===== config.mk =====
export PLATFORM = sky130hd
export DESIGN_NAME = mlbd_core
export DESIGN_NICKNAME = d
export VERILOG_FILES = /design/src/hw/mlbd_pkg.sv /design/src/hw/mlbd_core.sv
export VERILOG_INCLUDE_DIRS = /design/src /design/src/hw
export SDC_FILE = /design/constraint.sdc
export NUM_CORES = 1
export LEC_CHECK = 0
export BUFFER_PORTS_ARGS = -buffer_cell sky130_fd_sc_hd__clkbuf_2
export CORE_MARGIN = 3
export CORE_UTILIZATION = 55
export CTS_BUF_LIST = sky130_fd_sc_hd__clkbuf_8
export CTS_CLUSTER_SIZE = 30
export DETAILED_ROUTE_END_ITERATION = 8
export PLACE_DENSITY = 0.87
export SLEW_MARGIN = 10
export SYNTH_ARGS = -nofsm -noshare
export SYNTH_HDL_FRONTEND = slang
export SYNTH_SLANG_ARGS = --single-unit

===== constraint.sdc =====
create_clock -name pclk -period 5.6 [get_ports pclk]
set_input_delay 0.56 -clock pclk [delete_from_list [all_inputs] [get_ports pclk]]
set_output_delay 0.56 -clock pclk [all_outputs]
set_load 0.01 [all_outputs]

===== src/hw/mlbd_defs.svh =====
/*
 Constants for the literal and bit-operation decode core: opcode fields,
 register offsets, reset values and cycle counts.
 Assumes inclusion by bare name from the core, the checker and the bench.
*/
// Behaviour
// (RULE1) 00 0110 d fffffff: XOR accumulator with file, one cycle, zero flag only.
// (RULE2) 01 00bb b fffffff: clear selected file bit, one cycle, no flags.
// (RULE3) 01 01bb b fffffff: set selected file bit, one cycle, no flags.
// (RULE4) 01 10bb: skip next instruction when selected bit is zero, two cycles then.
// (RULE5) 01 11bb: skip next instruction when selected bit is one, flags unchanged.
// (RULE6) Taken skip or program counter change runs second cycle as no-operation.
// (RULE7) 10 0k: call, 10 1k: jump; load 11-bit target, two cycles.
// (RULE8) Return with literal, plain return, return from interrupt; two cycles each.
// (RULE9) Add literal to accumulator; update carry, half carry and zero.
// (RULE10) AND literal into accumulator; update zero only.
// (RULE11) OR literal into accumulator, one cycle; update zero only.
// (RULE12) XOR literal into accumulator, one cycle; update zero only.
// (RULE13) Literal minus accumulator into accumulator; update carry, half carry, zero.
// (RULE14) Sleep enters standby, updates timeout and powerdown; decode watchdog clear.
// (RULE15) Add accumulator and file register in one cycle; carry, half carry, zero.
// (RULE16) Byte file operations: destination zero to accumulator, one to file.
// (RULE17) Port register modified from itself reads pin levels, not the latch.
// (RULE18) File write to timer zero clears its prescaler when assigned to it.
// (RULE19) Watchdog clear zeroes watchdog and prescaler, sets timeout and powerdown.
// (RULE20) One instruction cycle spans four oscillator periods.
// (RULE21) Zero from 8-bit result, carry from bit 7, half carry from bit 3.
`ifndef MLBD_DEFS_SVH
`define MLBD_DEFS_SVH

`define MLBD_PHASES        3'h4
`define MLBD_PHASE_LAST    2'h3
`define MLBD_PHASE_WSETUP  2'h2

`define MLBD_OFF_CTRL      12'h000
`define MLBD_OFF_ACC       12'h004
`define MLBD_OFF_STATUS    12'h008
`define MLBD_OFF_PC        12'h00c
`define MLBD_OFF_OPTION    12'h010

`define MLBD_CTRL_RUN      0
`define MLBD_CTRL_WAKE     1
`define MLBD_OPT_PSA_WDT   0
`define MLBD_OPT_GIE       1

`define MLBD_ST_C          0
`define MLBD_ST_DC         1
`define MLBD_ST_Z          2
`define MLBD_ST_PD         3
`define MLBD_ST_TO         4
`define MLBD_ST_RESET      5'h18

`define MLBD_ADDR_TIMER_ZERO_COUNT     7'h01
`define MLBD_ADDR_PORT_LO  7'h05
`define MLBD_ADDR_PORT_HI  7'h09

`define MLBD_OP_RETURN     14'h0008
`define MLBD_OP_RETURN_FROM_INTERRUPT     14'h0009
`define MLBD_OP_SLEEP      14'h0063
`define MLBD_OP_WATCHDOG_CLEAR_OP     14'h0064

`endif


===== src/hw/mlbd_pkg.sv =====
/*
 Types for the decode core: executed operations and the ALU result bundle.
 Assumes nothing beyond the constants header.
*/
package mlbd_pkg;
	typedef enum logic [4:0] {
		MLBD_NOP    = 5'b00000,
		MLBD_XOR_ACC_WITH_FILE  = 5'b00001,
		MLBD_ADD_ACC_AND_FILE  = 5'b00010,
		MLBD_BCLR   = 5'b00011,
		MLBD_BSET   = 5'b00100,
		MLBD_SKCLR  = 5'b00101,
		MLBD_SKSET  = 5'b00110,
		MLBD_CALL   = 5'b00111,
		MLBD_JUMP   = 5'b01000,
		MLBD_RETLIT = 5'b01001,
		MLBD_RET    = 5'b01010,
		MLBD_RETINT = 5'b01011,
		MLBD_ADDLIT = 5'b01100,
		MLBD_ANDLIT = 5'b01101,
		MLBD_ORLIT  = 5'b01110,
		MLBD_XORLIT = 5'b01111,
		MLBD_SUBLIT = 5'b10000,
		MLBD_MOVLIT = 5'b10001,
		MLBD_SLEEP  = 5'b10010,
		MLBD_WDCLR  = 5'b10011
	} mlbd_op_t;

	typedef struct packed {
		logic [7:0] res;
		logic       c;
		logic       dc;
		logic       z;
	} mlbd_alu_t;

	typedef struct packed {
		logic [6:0] addr;
		logic [7:0] wdata;
		logic       we;
	} mlbd_file_t;
endpackage


===== src/hw/mlbd_core.sv =====
/*
 Instruction decode and execute core: XOR/add file ops, bit ops, literal and
 control ops, status flags, an 8-deep call stack and an APB register window.
 Assumes program memory returns instr_data combinationally for pc, the data
 file returns file_rdata combinationally for file.addr and writes on the clock
 edge where file.we is high. pclk is the oscillator.
*/
// Implementation choices: the address map and register access over APB.
`timescale 1ns/100ps
`include "mlbd_defs.svh"

module mlbd_core
	import mlbd_pkg::*;
#(
	parameter int PC_W    = 13,
	parameter int STACK_D = 8
) (
	input  wire logic              pclk,
	input  wire logic              presetn,
	input  wire logic              psel,
	input  wire logic              penable,
	input  wire logic              pwrite,
	input  wire logic [11:0]       paddr,
	input  wire logic [31:0]       pwdata,
	output logic      [31:0]       prdata,
	output logic                   pready,
	output logic                   pslverr,
	output logic      [PC_W-1:0]   pc,
	input  wire logic [13:0]       instr_data,
	input  wire logic [1:0]        pc_upper,
	output mlbd_file_t             file,
	input  wire logic [7:0]        file_rdata,
	input  wire logic [7:0]        pin_levels,
	output logic                   timer_zero_count_presc_clr,
	output logic                   wdt_clr,
	output logic                   standby,
	output logic                   gie
);
	localparam int SP_W = $clog2(STACK_D);

	logic [1:0]      phase_r;
	logic [13:0]     ir_r;
	logic            flush_r;
	logic [PC_W-1:0] pc_r;
	logic [7:0]      acc_r;
	logic [4:0]      status_r;
	logic            run_r;
	logic            psa_wdt_r;
	logic            gie_r;
	logic            sleep_r;
	logic [PC_W-1:0] stack_r [STACK_D];
	logic [SP_W-1:0] sp_r;
	mlbd_file_t      file_r;
	logic            presc_clr_r;
	logic            wdt_clr_r;
	logic [31:0]     prdata_r;
	logic            pready_r;
	logic            pslverr_r;

	function automatic mlbd_op_t decode(input logic [13:0] w);
		mlbd_op_t op;
		op = MLBD_NOP;
		case (w[13:12])
			2'b00: begin
				if (w[11:8] == 4'h6)
					op = MLBD_XOR_ACC_WITH_FILE; // RULE1
				else if (w[11:8] == 4'h7)
					op = MLBD_ADD_ACC_AND_FILE; // RULE15
				else if (w == `MLBD_OP_RETURN)
					op = MLBD_RET; // RULE8
				else if (w == `MLBD_OP_RETURN_FROM_INTERRUPT)
					op = MLBD_RETINT; // RULE8
				else if (w == `MLBD_OP_SLEEP)
					op = MLBD_SLEEP; // RULE14
				else if (w == `MLBD_OP_WATCHDOG_CLEAR_OP)
					op = MLBD_WDCLR; // RULE14
			end
			2'b01: begin
				case (w[11:10])
					2'b00:   op = MLBD_BCLR; // RULE2
					2'b01:   op = MLBD_BSET; // RULE3
					2'b10:   op = MLBD_SKCLR; // RULE4
					default: op = MLBD_SKSET; // RULE5
				endcase
			end
			2'b10: op = w[11] ? MLBD_JUMP : MLBD_CALL; // RULE7
			default: begin
				casez (w[11:8])
					4'b111?: op = MLBD_ADDLIT; // RULE9
					4'b1001: op = MLBD_ANDLIT; // RULE10
					4'b1000: op = MLBD_ORLIT; // RULE11
					4'b1010: op = MLBD_XORLIT; // RULE12
					4'b110?: op = MLBD_SUBLIT; // RULE13
					4'b01??: op = MLBD_RETLIT; // RULE8
					4'b00??: op = MLBD_MOVLIT;
					default: op = MLBD_NOP;
				endcase
			end
		endcase
		return op;
	endfunction

	// Subtraction passes ~b with carry in of one, so carry is inverted borrow
	function automatic mlbd_alu_t add8(input logic [7:0] a, input logic [7:0] b, input logic cin);
		mlbd_alu_t r;
		logic [4:0] lo;
		logic [8:0] full;
		lo    = {1'b0, a[3:0]} + {1'b0, b[3:0]} + {4'h0, cin};
		full  = {1'b0, a} + {1'b0, b} + {8'h00, cin};
		r.res = full[7:0];
		r.c   = full[8]; // RULE21
		r.dc  = lo[4]; // RULE21
		r.z   = (full[7:0] == 8'h00); // RULE21
		return r;
	endfunction

	// Decode and operands
	wire mlbd_op_t   op      = flush_r ? MLBD_NOP : decode(ir_r); // RULE6
	wire logic [7:0] lit     = ir_r[7:0];
	wire logic [2:0] bsel    = ir_r[9:7];
	wire logic       dest    = ir_r[7];
	wire logic [6:0] faddr   = ir_r[6:0];
	wire logic       is_port = (faddr >= `MLBD_ADDR_PORT_LO) && (faddr <= `MLBD_ADDR_PORT_HI);
	wire logic [7:0] fval    = is_port ? pin_levels : file_rdata; // RULE17
	wire logic [7:0] bmask   = 8'h01 << bsel;
	wire logic       bit_val = |(fval & bmask);

	wire mlbd_alu_t  sum_wf  = add8(acc_r, fval, 1'b0); // RULE15
	wire mlbd_alu_t  sum_lw  = add8(lit, acc_r, 1'b0); // RULE9
	wire mlbd_alu_t  dif_lw  = add8(lit, ~acc_r, 1'b1); // RULE13
	wire logic [7:0] xor_wf  = acc_r ^ fval; // RULE1

	wire logic       is_byte = (op == MLBD_XOR_ACC_WITH_FILE) || (op == MLBD_ADD_ACC_AND_FILE);
	wire logic       is_bit  = (op == MLBD_BCLR) || (op == MLBD_BSET);
	wire logic [7:0] byte_res = (op == MLBD_ADD_ACC_AND_FILE) ? sum_wf.res : xor_wf;
	wire logic       to_file = (is_byte && dest) || is_bit; // RULE16
	wire logic [7:0] bit_res = (op == MLBD_BSET) ? (fval | bmask) : (fval & ~bmask); // RULE2 RULE3
	wire logic [7:0] file_res = is_bit ? bit_res : byte_res;

	wire logic       skip_t  = ((op == MLBD_SKCLR) && !bit_val) || ((op == MLBD_SKSET) && bit_val); // RULE4 RULE5
	wire logic       is_ret  = (op == MLBD_RET) || (op == MLBD_RETLIT) || (op == MLBD_RETINT);
	wire logic       is_br   = (op == MLBD_CALL) || (op == MLBD_JUMP);
	wire logic       take_2  = skip_t || is_ret || is_br; // RULE6

	wire logic [SP_W-1:0] sp_pop = sp_r - SP_W'(1);
	wire logic [PC_W-1:0] br_tgt = PC_W'({pc_upper, ir_r[10:0]}); // RULE7
	wire logic [PC_W-1:0] pc_nxt = is_br ? br_tgt : (is_ret ? stack_r[sp_pop] : pc_r + PC_W'(1));

	// Execute boundaries: one instruction per four oscillator periods
	wire logic active  = run_r && !sleep_r;
	wire logic ex_edge = active && (phase_r == `MLBD_PHASE_LAST); // RULE20
	wire logic wsetup  = active && (phase_r == `MLBD_PHASE_WSETUP);

	// Accumulator and flags
	logic [7:0] acc_nxt;
	logic [4:0] status_nxt;
	always_comb begin
		acc_nxt    = acc_r;
		status_nxt = status_r;
		case (op)
			MLBD_XOR_ACC_WITH_FILE, MLBD_ADD_ACC_AND_FILE: begin
				if (!dest)
					acc_nxt = byte_res; // RULE16
				status_nxt[`MLBD_ST_Z] = (byte_res == 8'h00); // RULE1 RULE15
				if (op == MLBD_ADD_ACC_AND_FILE) begin
					status_nxt[`MLBD_ST_C]  = sum_wf.c; // RULE15
					status_nxt[`MLBD_ST_DC] = sum_wf.dc;
				end
			end
			MLBD_ADDLIT: begin
				acc_nxt = sum_lw.res; // RULE9
				status_nxt[`MLBD_ST_C]  = sum_lw.c;
				status_nxt[`MLBD_ST_DC] = sum_lw.dc;
				status_nxt[`MLBD_ST_Z]  = sum_lw.z;
			end
			MLBD_SUBLIT: begin
				acc_nxt = dif_lw.res; // RULE13
				status_nxt[`MLBD_ST_C]  = dif_lw.c;
				status_nxt[`MLBD_ST_DC] = dif_lw.dc;
				status_nxt[`MLBD_ST_Z]  = dif_lw.z;
			end
			MLBD_ANDLIT, MLBD_ORLIT, MLBD_XORLIT: begin
				if (op == MLBD_ANDLIT)
					acc_nxt = acc_r & lit; // RULE10
				else if (op == MLBD_ORLIT)
					acc_nxt = acc_r | lit; // RULE11
				else
					acc_nxt = acc_r ^ lit; // RULE12
				status_nxt[`MLBD_ST_Z] = (acc_nxt == 8'h00);
			end
			MLBD_RETLIT, MLBD_MOVLIT: acc_nxt = lit; // RULE8
			MLBD_SLEEP: begin
				status_nxt[`MLBD_ST_TO] = 1'b1; // RULE14
				status_nxt[`MLBD_ST_PD] = 1'b0;
			end
			MLBD_WDCLR: begin
				status_nxt[`MLBD_ST_TO] = 1'b1; // RULE19
				status_nxt[`MLBD_ST_PD] = 1'b1;
			end
			default: begin
				acc_nxt    = acc_r;
				status_nxt = status_r;
			end
		endcase
	end

	// APB decode: zero-wait slave, data latched in the setup cycle
	wire logic setup   = psel && !penable;
	wire logic wr_acc  = psel && penable && pwrite && pready_r;
	wire logic hit_ctl = (paddr == `MLBD_OFF_CTRL);
	wire logic hit_acc = (paddr == `MLBD_OFF_ACC);
	wire logic hit_st  = (paddr == `MLBD_OFF_STATUS);
	wire logic hit_pc  = (paddr == `MLBD_OFF_PC);
	wire logic hit_opt = (paddr == `MLBD_OFF_OPTION);
	wire logic mapped  = hit_ctl || hit_acc || hit_st || hit_pc || hit_opt;
	wire logic [31:0] rd_mux =
		hit_ctl ? {30'h0000_0000, sleep_r, run_r} :
		hit_acc ? {24'h00_0000, acc_r} :
		hit_st  ? {27'h000_0000, status_r} :
		hit_pc  ? {{(32-PC_W){1'b0}}, pc_r} :
		hit_opt ? {30'h0000_0000, gie_r, psa_wdt_r} : 32'h0000_0000;

	always_ff @(posedge pclk or negedge presetn) begin
		if (!presetn) begin
			prdata_r  <= 32'h0000_0000;
			pready_r  <= 1'b0;
			pslverr_r <= 1'b0;
		end else begin
			pready_r  <= setup;
			pslverr_r <= setup && !mapped;
			prdata_r  <= (setup && !pwrite) ? rd_mux : 32'h0000_0000;
		end
	end

	// Phase counter; held at zero while stopped so a restart begins cleanly
	always_ff @(posedge pclk or negedge presetn) begin
		if (!presetn)
			phase_r <= 2'h0;
		else
			phase_r <= active ? phase_r + 2'h1 : 2'h0; // RULE20
	end

	// Fetch, program counter, flush and stack
	always_ff @(posedge pclk or negedge presetn) begin
		if (!presetn) begin
			ir_r    <= 14'h0000;
			flush_r <= 1'b1;
			pc_r    <= '0;
			sp_r    <= '0;
		end else if (ex_edge) begin
			ir_r    <= instr_data;
			flush_r <= take_2; // RULE6
			pc_r    <= pc_nxt; // RULE7 RULE8
			if (op == MLBD_CALL)
				sp_r <= sp_r + SP_W'(1);
			else if (is_ret)
				sp_r <= sp_pop;
		end
	end

	always_ff @(posedge pclk) begin
		if (ex_edge && (op == MLBD_CALL))
			stack_r[sp_r] <= pc_r; // RULE7
	end

	// File port: address follows the fetched word, write strobe covers the last phase
	always_ff @(posedge pclk or negedge presetn) begin
		if (!presetn) begin
			file_r      <= '0;
			presc_clr_r <= 1'b0;
		end else begin
			if (ex_edge)
				file_r.addr <= instr_data[6:0];
			file_r.we    <= wsetup && to_file; // RULE2 RULE3 RULE16
			file_r.wdata <= wsetup ? file_res : file_r.wdata;
			presc_clr_r  <= wsetup && to_file && (faddr == `MLBD_ADDR_TIMER_ZERO_COUNT) && !psa_wdt_r; // RULE18
		end
	end

	// Accumulator, status and control; the core's update wins over a software write
	always_ff @(posedge pclk or negedge presetn) begin
		if (!presetn) begin
			acc_r     <= 8'h00;
			status_r  <= `MLBD_ST_RESET;
			run_r     <= 1'b0;
			psa_wdt_r <= 1'b0;
			gie_r     <= 1'b0;
			sleep_r   <= 1'b0;
			wdt_clr_r <= 1'b0;
		end else begin
			wdt_clr_r <= ex_edge && (op == MLBD_WDCLR); // RULE19
			if (ex_edge) begin
				acc_r    <= acc_nxt;
				status_r <= status_nxt;
			end else if (wr_acc && hit_acc)
				acc_r <= pwdata[7:0];
			else if (wr_acc && hit_st)
				status_r <= pwdata[4:0];
			if (ex_edge && (op == MLBD_SLEEP))
				sleep_r <= 1'b1; // RULE14
			else if (wr_acc && hit_ctl && pwdata[`MLBD_CTRL_WAKE])
				sleep_r <= 1'b0;
			if (wr_acc && hit_ctl)
				run_r <= pwdata[`MLBD_CTRL_RUN];
			if (ex_edge && (op == MLBD_RETINT))
				gie_r <= 1'b1; // RULE8
			else if (wr_acc && hit_opt)
				gie_r <= pwdata[`MLBD_OPT_GIE];
			if (wr_acc && hit_opt)
				psa_wdt_r <= pwdata[`MLBD_OPT_PSA_WDT];
		end
	end

	assign prdata         = prdata_r;
	assign pready         = pready_r;
	assign pslverr        = pslverr_r;
	assign pc             = pc_r;
	assign file           = file_r;
	assign timer_zero_count_presc_clr = presc_clr_r;
	assign wdt_clr        = wdt_clr_r;
	assign standby        = sleep_r;
	assign gie            = gie_r;
endmodule // mlbd_core


==> metrics.md <==
| Metric | Value |
|---|---|
| # H-tree levels | `4` |
| Per-cell routed wire length | `22.62 µm` |
| Fill count | `1504` |
| Most common cell after layout, fill and taps aside | `edfxtp_1` |
| CORE AREA | `18960 µm²` |
| Crit Path Max Fanout | `11` |
| Top FF cell, synth | `edfxtp_1` |
| Die area | `21320 µm²` |
| Leakage | `4.585 nW` |
| Crit-path cells | `inv_1 -> a211oi_1 -> o21ai_1 -> mux2i_1 -> inv_1 -> ha_1 -> nand3_1 -> o2111ai_1 -> a21o_1 -> a21oi_1 -> nor4_1 -> xnor2_1 -> or3b_2 -> o311ai_1 -> a22oi_1` |
| Clk sinks | `180` |
| Final worst slack | `0.6865 ns` |
| Post-synthesis cell count | `1017` |
| Reg-to-reg endpoint | `acc_r[7]` |
| Row count | `50` |
| Placed inst area | `11470 µm²` |
| Setup CP Type | `reg2reg` |
| Total track usage | `29.36%` |
| Share of async-settable or async-resettable flops after synthesis | `42.22%` |
| MaxCap Viol Count | `0` |
| Post-CTS Hold Fix Bufs | `0` |
| DIE HEIGHT | `146.0 µm` |
| DRC | `0` |
| Share of layout cells above drive strength 1 | `20.54%` |
| Minimum clock period | `4.913 ns` |
| HP Class | `in2async` |
| PostCTS Resize Cnt | `0` |
| Antenna-violating nets left | `0` |
| Synth Cell Area | `10780 µm²` |
| Die width | `146.0 µm` |
| Fin crit share | `87.74%` |
| Starting density of the core | `56.88%` |
| Final #Nets | `1226` |
| Via count | `8800` |
| CP Launch Type | `register` |
| Final WL | `30.99 mm` |
| Via/cell ratio | `6.423` |
| Critical Path AT | `5.27 ns` |
| Register bit total from synthesis | `180` |
| Initial antenna violation count | `0` |
| Max incr delay on CP | `0.87 ns` |
| Slew @ Worst Pin | `1.319 ns` |
| Worst endpoint required time | `5.96 ns` |
| GRT met1 Usage | `40.67%` |
| Total CTS buffers | `17` |
| Clock Latency Late Sink | `0.50 ns` |
| CTS tree | `done` |
| PD cells | `205.3 nW/µm²` |
| VDD IR max | `130.6 µV` |
| Cells after DPL | `1338` |
| RSZ-0062 raised after global routing | `false` |
| Fmax achieved | `0.2035 GHz` |
| Setup Skew | `0.02469 ns` |
| Crit path max-delay cell type | `o21ai_1` |
| Hpwl dp | `22.04 mm` |
| TritonRoute pass-1 iters | `5` |
| Most common cell on crit path | `inv_1` |
| Worst relative slew slack | `11.29%` |
| GRT Max-Usage Layer | `met2` |
| Fin cells | `1370` |
| R2R Setup Slk | `0.69 ns` |
| Root buf cell | `clkbuf_8` |
| Core Util, Final | `62.82%` |
| Worst r2r src | `ir_r[2]` |
| Seq/Total Area, Yosys | `46.64%` |
| Clk buf depth | `2` |
| Final hold vios | `0` |
| P&R area growth vs syn | `10.44%` |
| Synth warn | `0` |
| Largest net degree at the start of global routing | `77` |
| Status | `completed` |
| ANT cells | `0` |
| Setup WS pre-CTS | `0.8211 ns` |
| Cell area after layout | `11910 µm²` |
| Clock slew at reported path FFs | `0.12 ns` |
| Vias in the first global route | `8635` |
| CP Capture Type | `register` |
| Slew Viols, Final | `0` |
| GP Congestion | `0.9908` |
| Initial DRC Count | `928` |
| Setup Fix Bufs, Post-CTS | `0` |
| GR Util met3 | `6.114%` |
| Most frequent cells in the layout | `104 x edfxtp_1, 103 x clkbuf_2, 89 x nand2_1` |
| Total negative slack | `0 ns` |
| GR Util met2 | `46.15%` |
| Post-synth EDFFs | `104` |
| Syn Area/Cell | `10.60 µm²` |
| Grt total ovfl | `0` |
| Global-route wire length before repair | `49.22 mm` |
| Overall Power | `2.444 mW` |
| Setup-failing EPs final | `0` |
| Yosys cell types | `80` |
| Port Buf Inserts | `104` |
| Worst reg2reg path depth | `15` |
| Worst hold slack | `0.2191 ns` |
| Boundary pin count | `148` |
## state kept, by name, summed over array words and instances (netlist names)
name,count
stack_r,104
ir_r,14
pc,13
prdata,13
file,9
acc_r,8
status_r,5
sp_r,3
phase_r,2
flush_r,1
gie,1
pready,1
psa_wdt_r,1
pslverr,1
run_r,1
standby,1
timer_zero_count_presc_clr,1
wdt_clr,1
## cell families after synthesis
family	after synthesis	synth area share [%]
other	1	0.03478
XOR/XNOR	34	2.762
multiplexers	64	9.412
AO/OA/AOI/OAI	246	15.55
adder cells (fa/ha/maj)	48	5.779
buffers and inverters	130	5.594
AND/OR/NAND/NOR	314	14.23
flip-flops	180	46.64
## worst max path at each step
stage / startpoint / to / slack (ns) / cells after the start
detailed placement: ir_r[2] / acc_r[7] / 0.82 / 15
global route: ir_r[2] / acc_r[7] / 0.42 / 15
floorplan: ir_r[1] / acc_r[7] / 1.43 / 16
global placement: ir_r[2] / acc_r[7] / 0.90 / 15
CTS: ir_r[2] / acc_r[7] / 0.80 / 15
finish: ir_r[2] / acc_r[7] / 0.69 / 15
## area by class of cell
type	instances	area, µm²	area share (%)
clock buffer	17	234.0	1.965
clock inverter	15	207.7	1.744
inverter	46	172.7	1.450
multi-input combinational	725	5243	44.03
sequential	180	5030	42.24
tap	260	325.3	2.732
timing repair buffer	127	695.7	5.842
## synthesized netlist by cell type, types with 12 or more instances
library cell / number / area (µm²)
a21oi_1: 47 / 235.2
a211oi_1: 22 / 165.2
nor3_1: 20 / 100.1
inv_1: 45 / 168.9
xnor2_1: 22 / 192.7
clkbuf_1: 37 / 138.9
o21ai_0: 54 / 270.3
buf_2: 13 / 65.06
a211o_1: 17 / 148.9
and3_1: 17 / 106.4
ha_1: 45 / 563.0
mux4_2: 28 / 630.6
nor2_1: 81 / 304.0
buf_4: 26 / 195.2
nand3_1: 30 / 150.1
xor2_1: 12 / 105.1
dfrtp_1: 73 / 1827
mux2_2: 19 / 214.0
nor4_1: 12 / 75.07
a31oi_1: 16 / 100.1
edfxtp_1: 104 / 3123
nor2b_1: 17 / 106.4
mux2i_1: 17 / 170.2
nand2_1: 89 / 334.1
## routing by layer
| metal | vias up | wire [µm] |
|---|---|---|
| met3 | 90 | 3023 |
| met5 | - | 0 |
| li1 | 3905 | - |
| met2 | 541 | 14410 |
| met4 | 0 | 1184 |
| met1 | 4264 | 12380 |
## power breakdown
group	internal, mW	switching (mW)
registers	1.39	0.000379
logic	0.0364	0.0580
clock network	0.362	0.596
## critical path: cells and delay by family, from the launching register on
family	cells	cell delay, ns
AO/OA/AOI/OAI	7	1.88
XOR/XNOR	1	0.26
adder cells (fa/ha/maj)	1	0.43
buffers and inverters	2	0.33
flip-flops	1	0.61
multiplexers	1	0.37
AND/OR/NAND/NOR	3	0.89
Note: power is estimated with default switching activity, not from simulation.
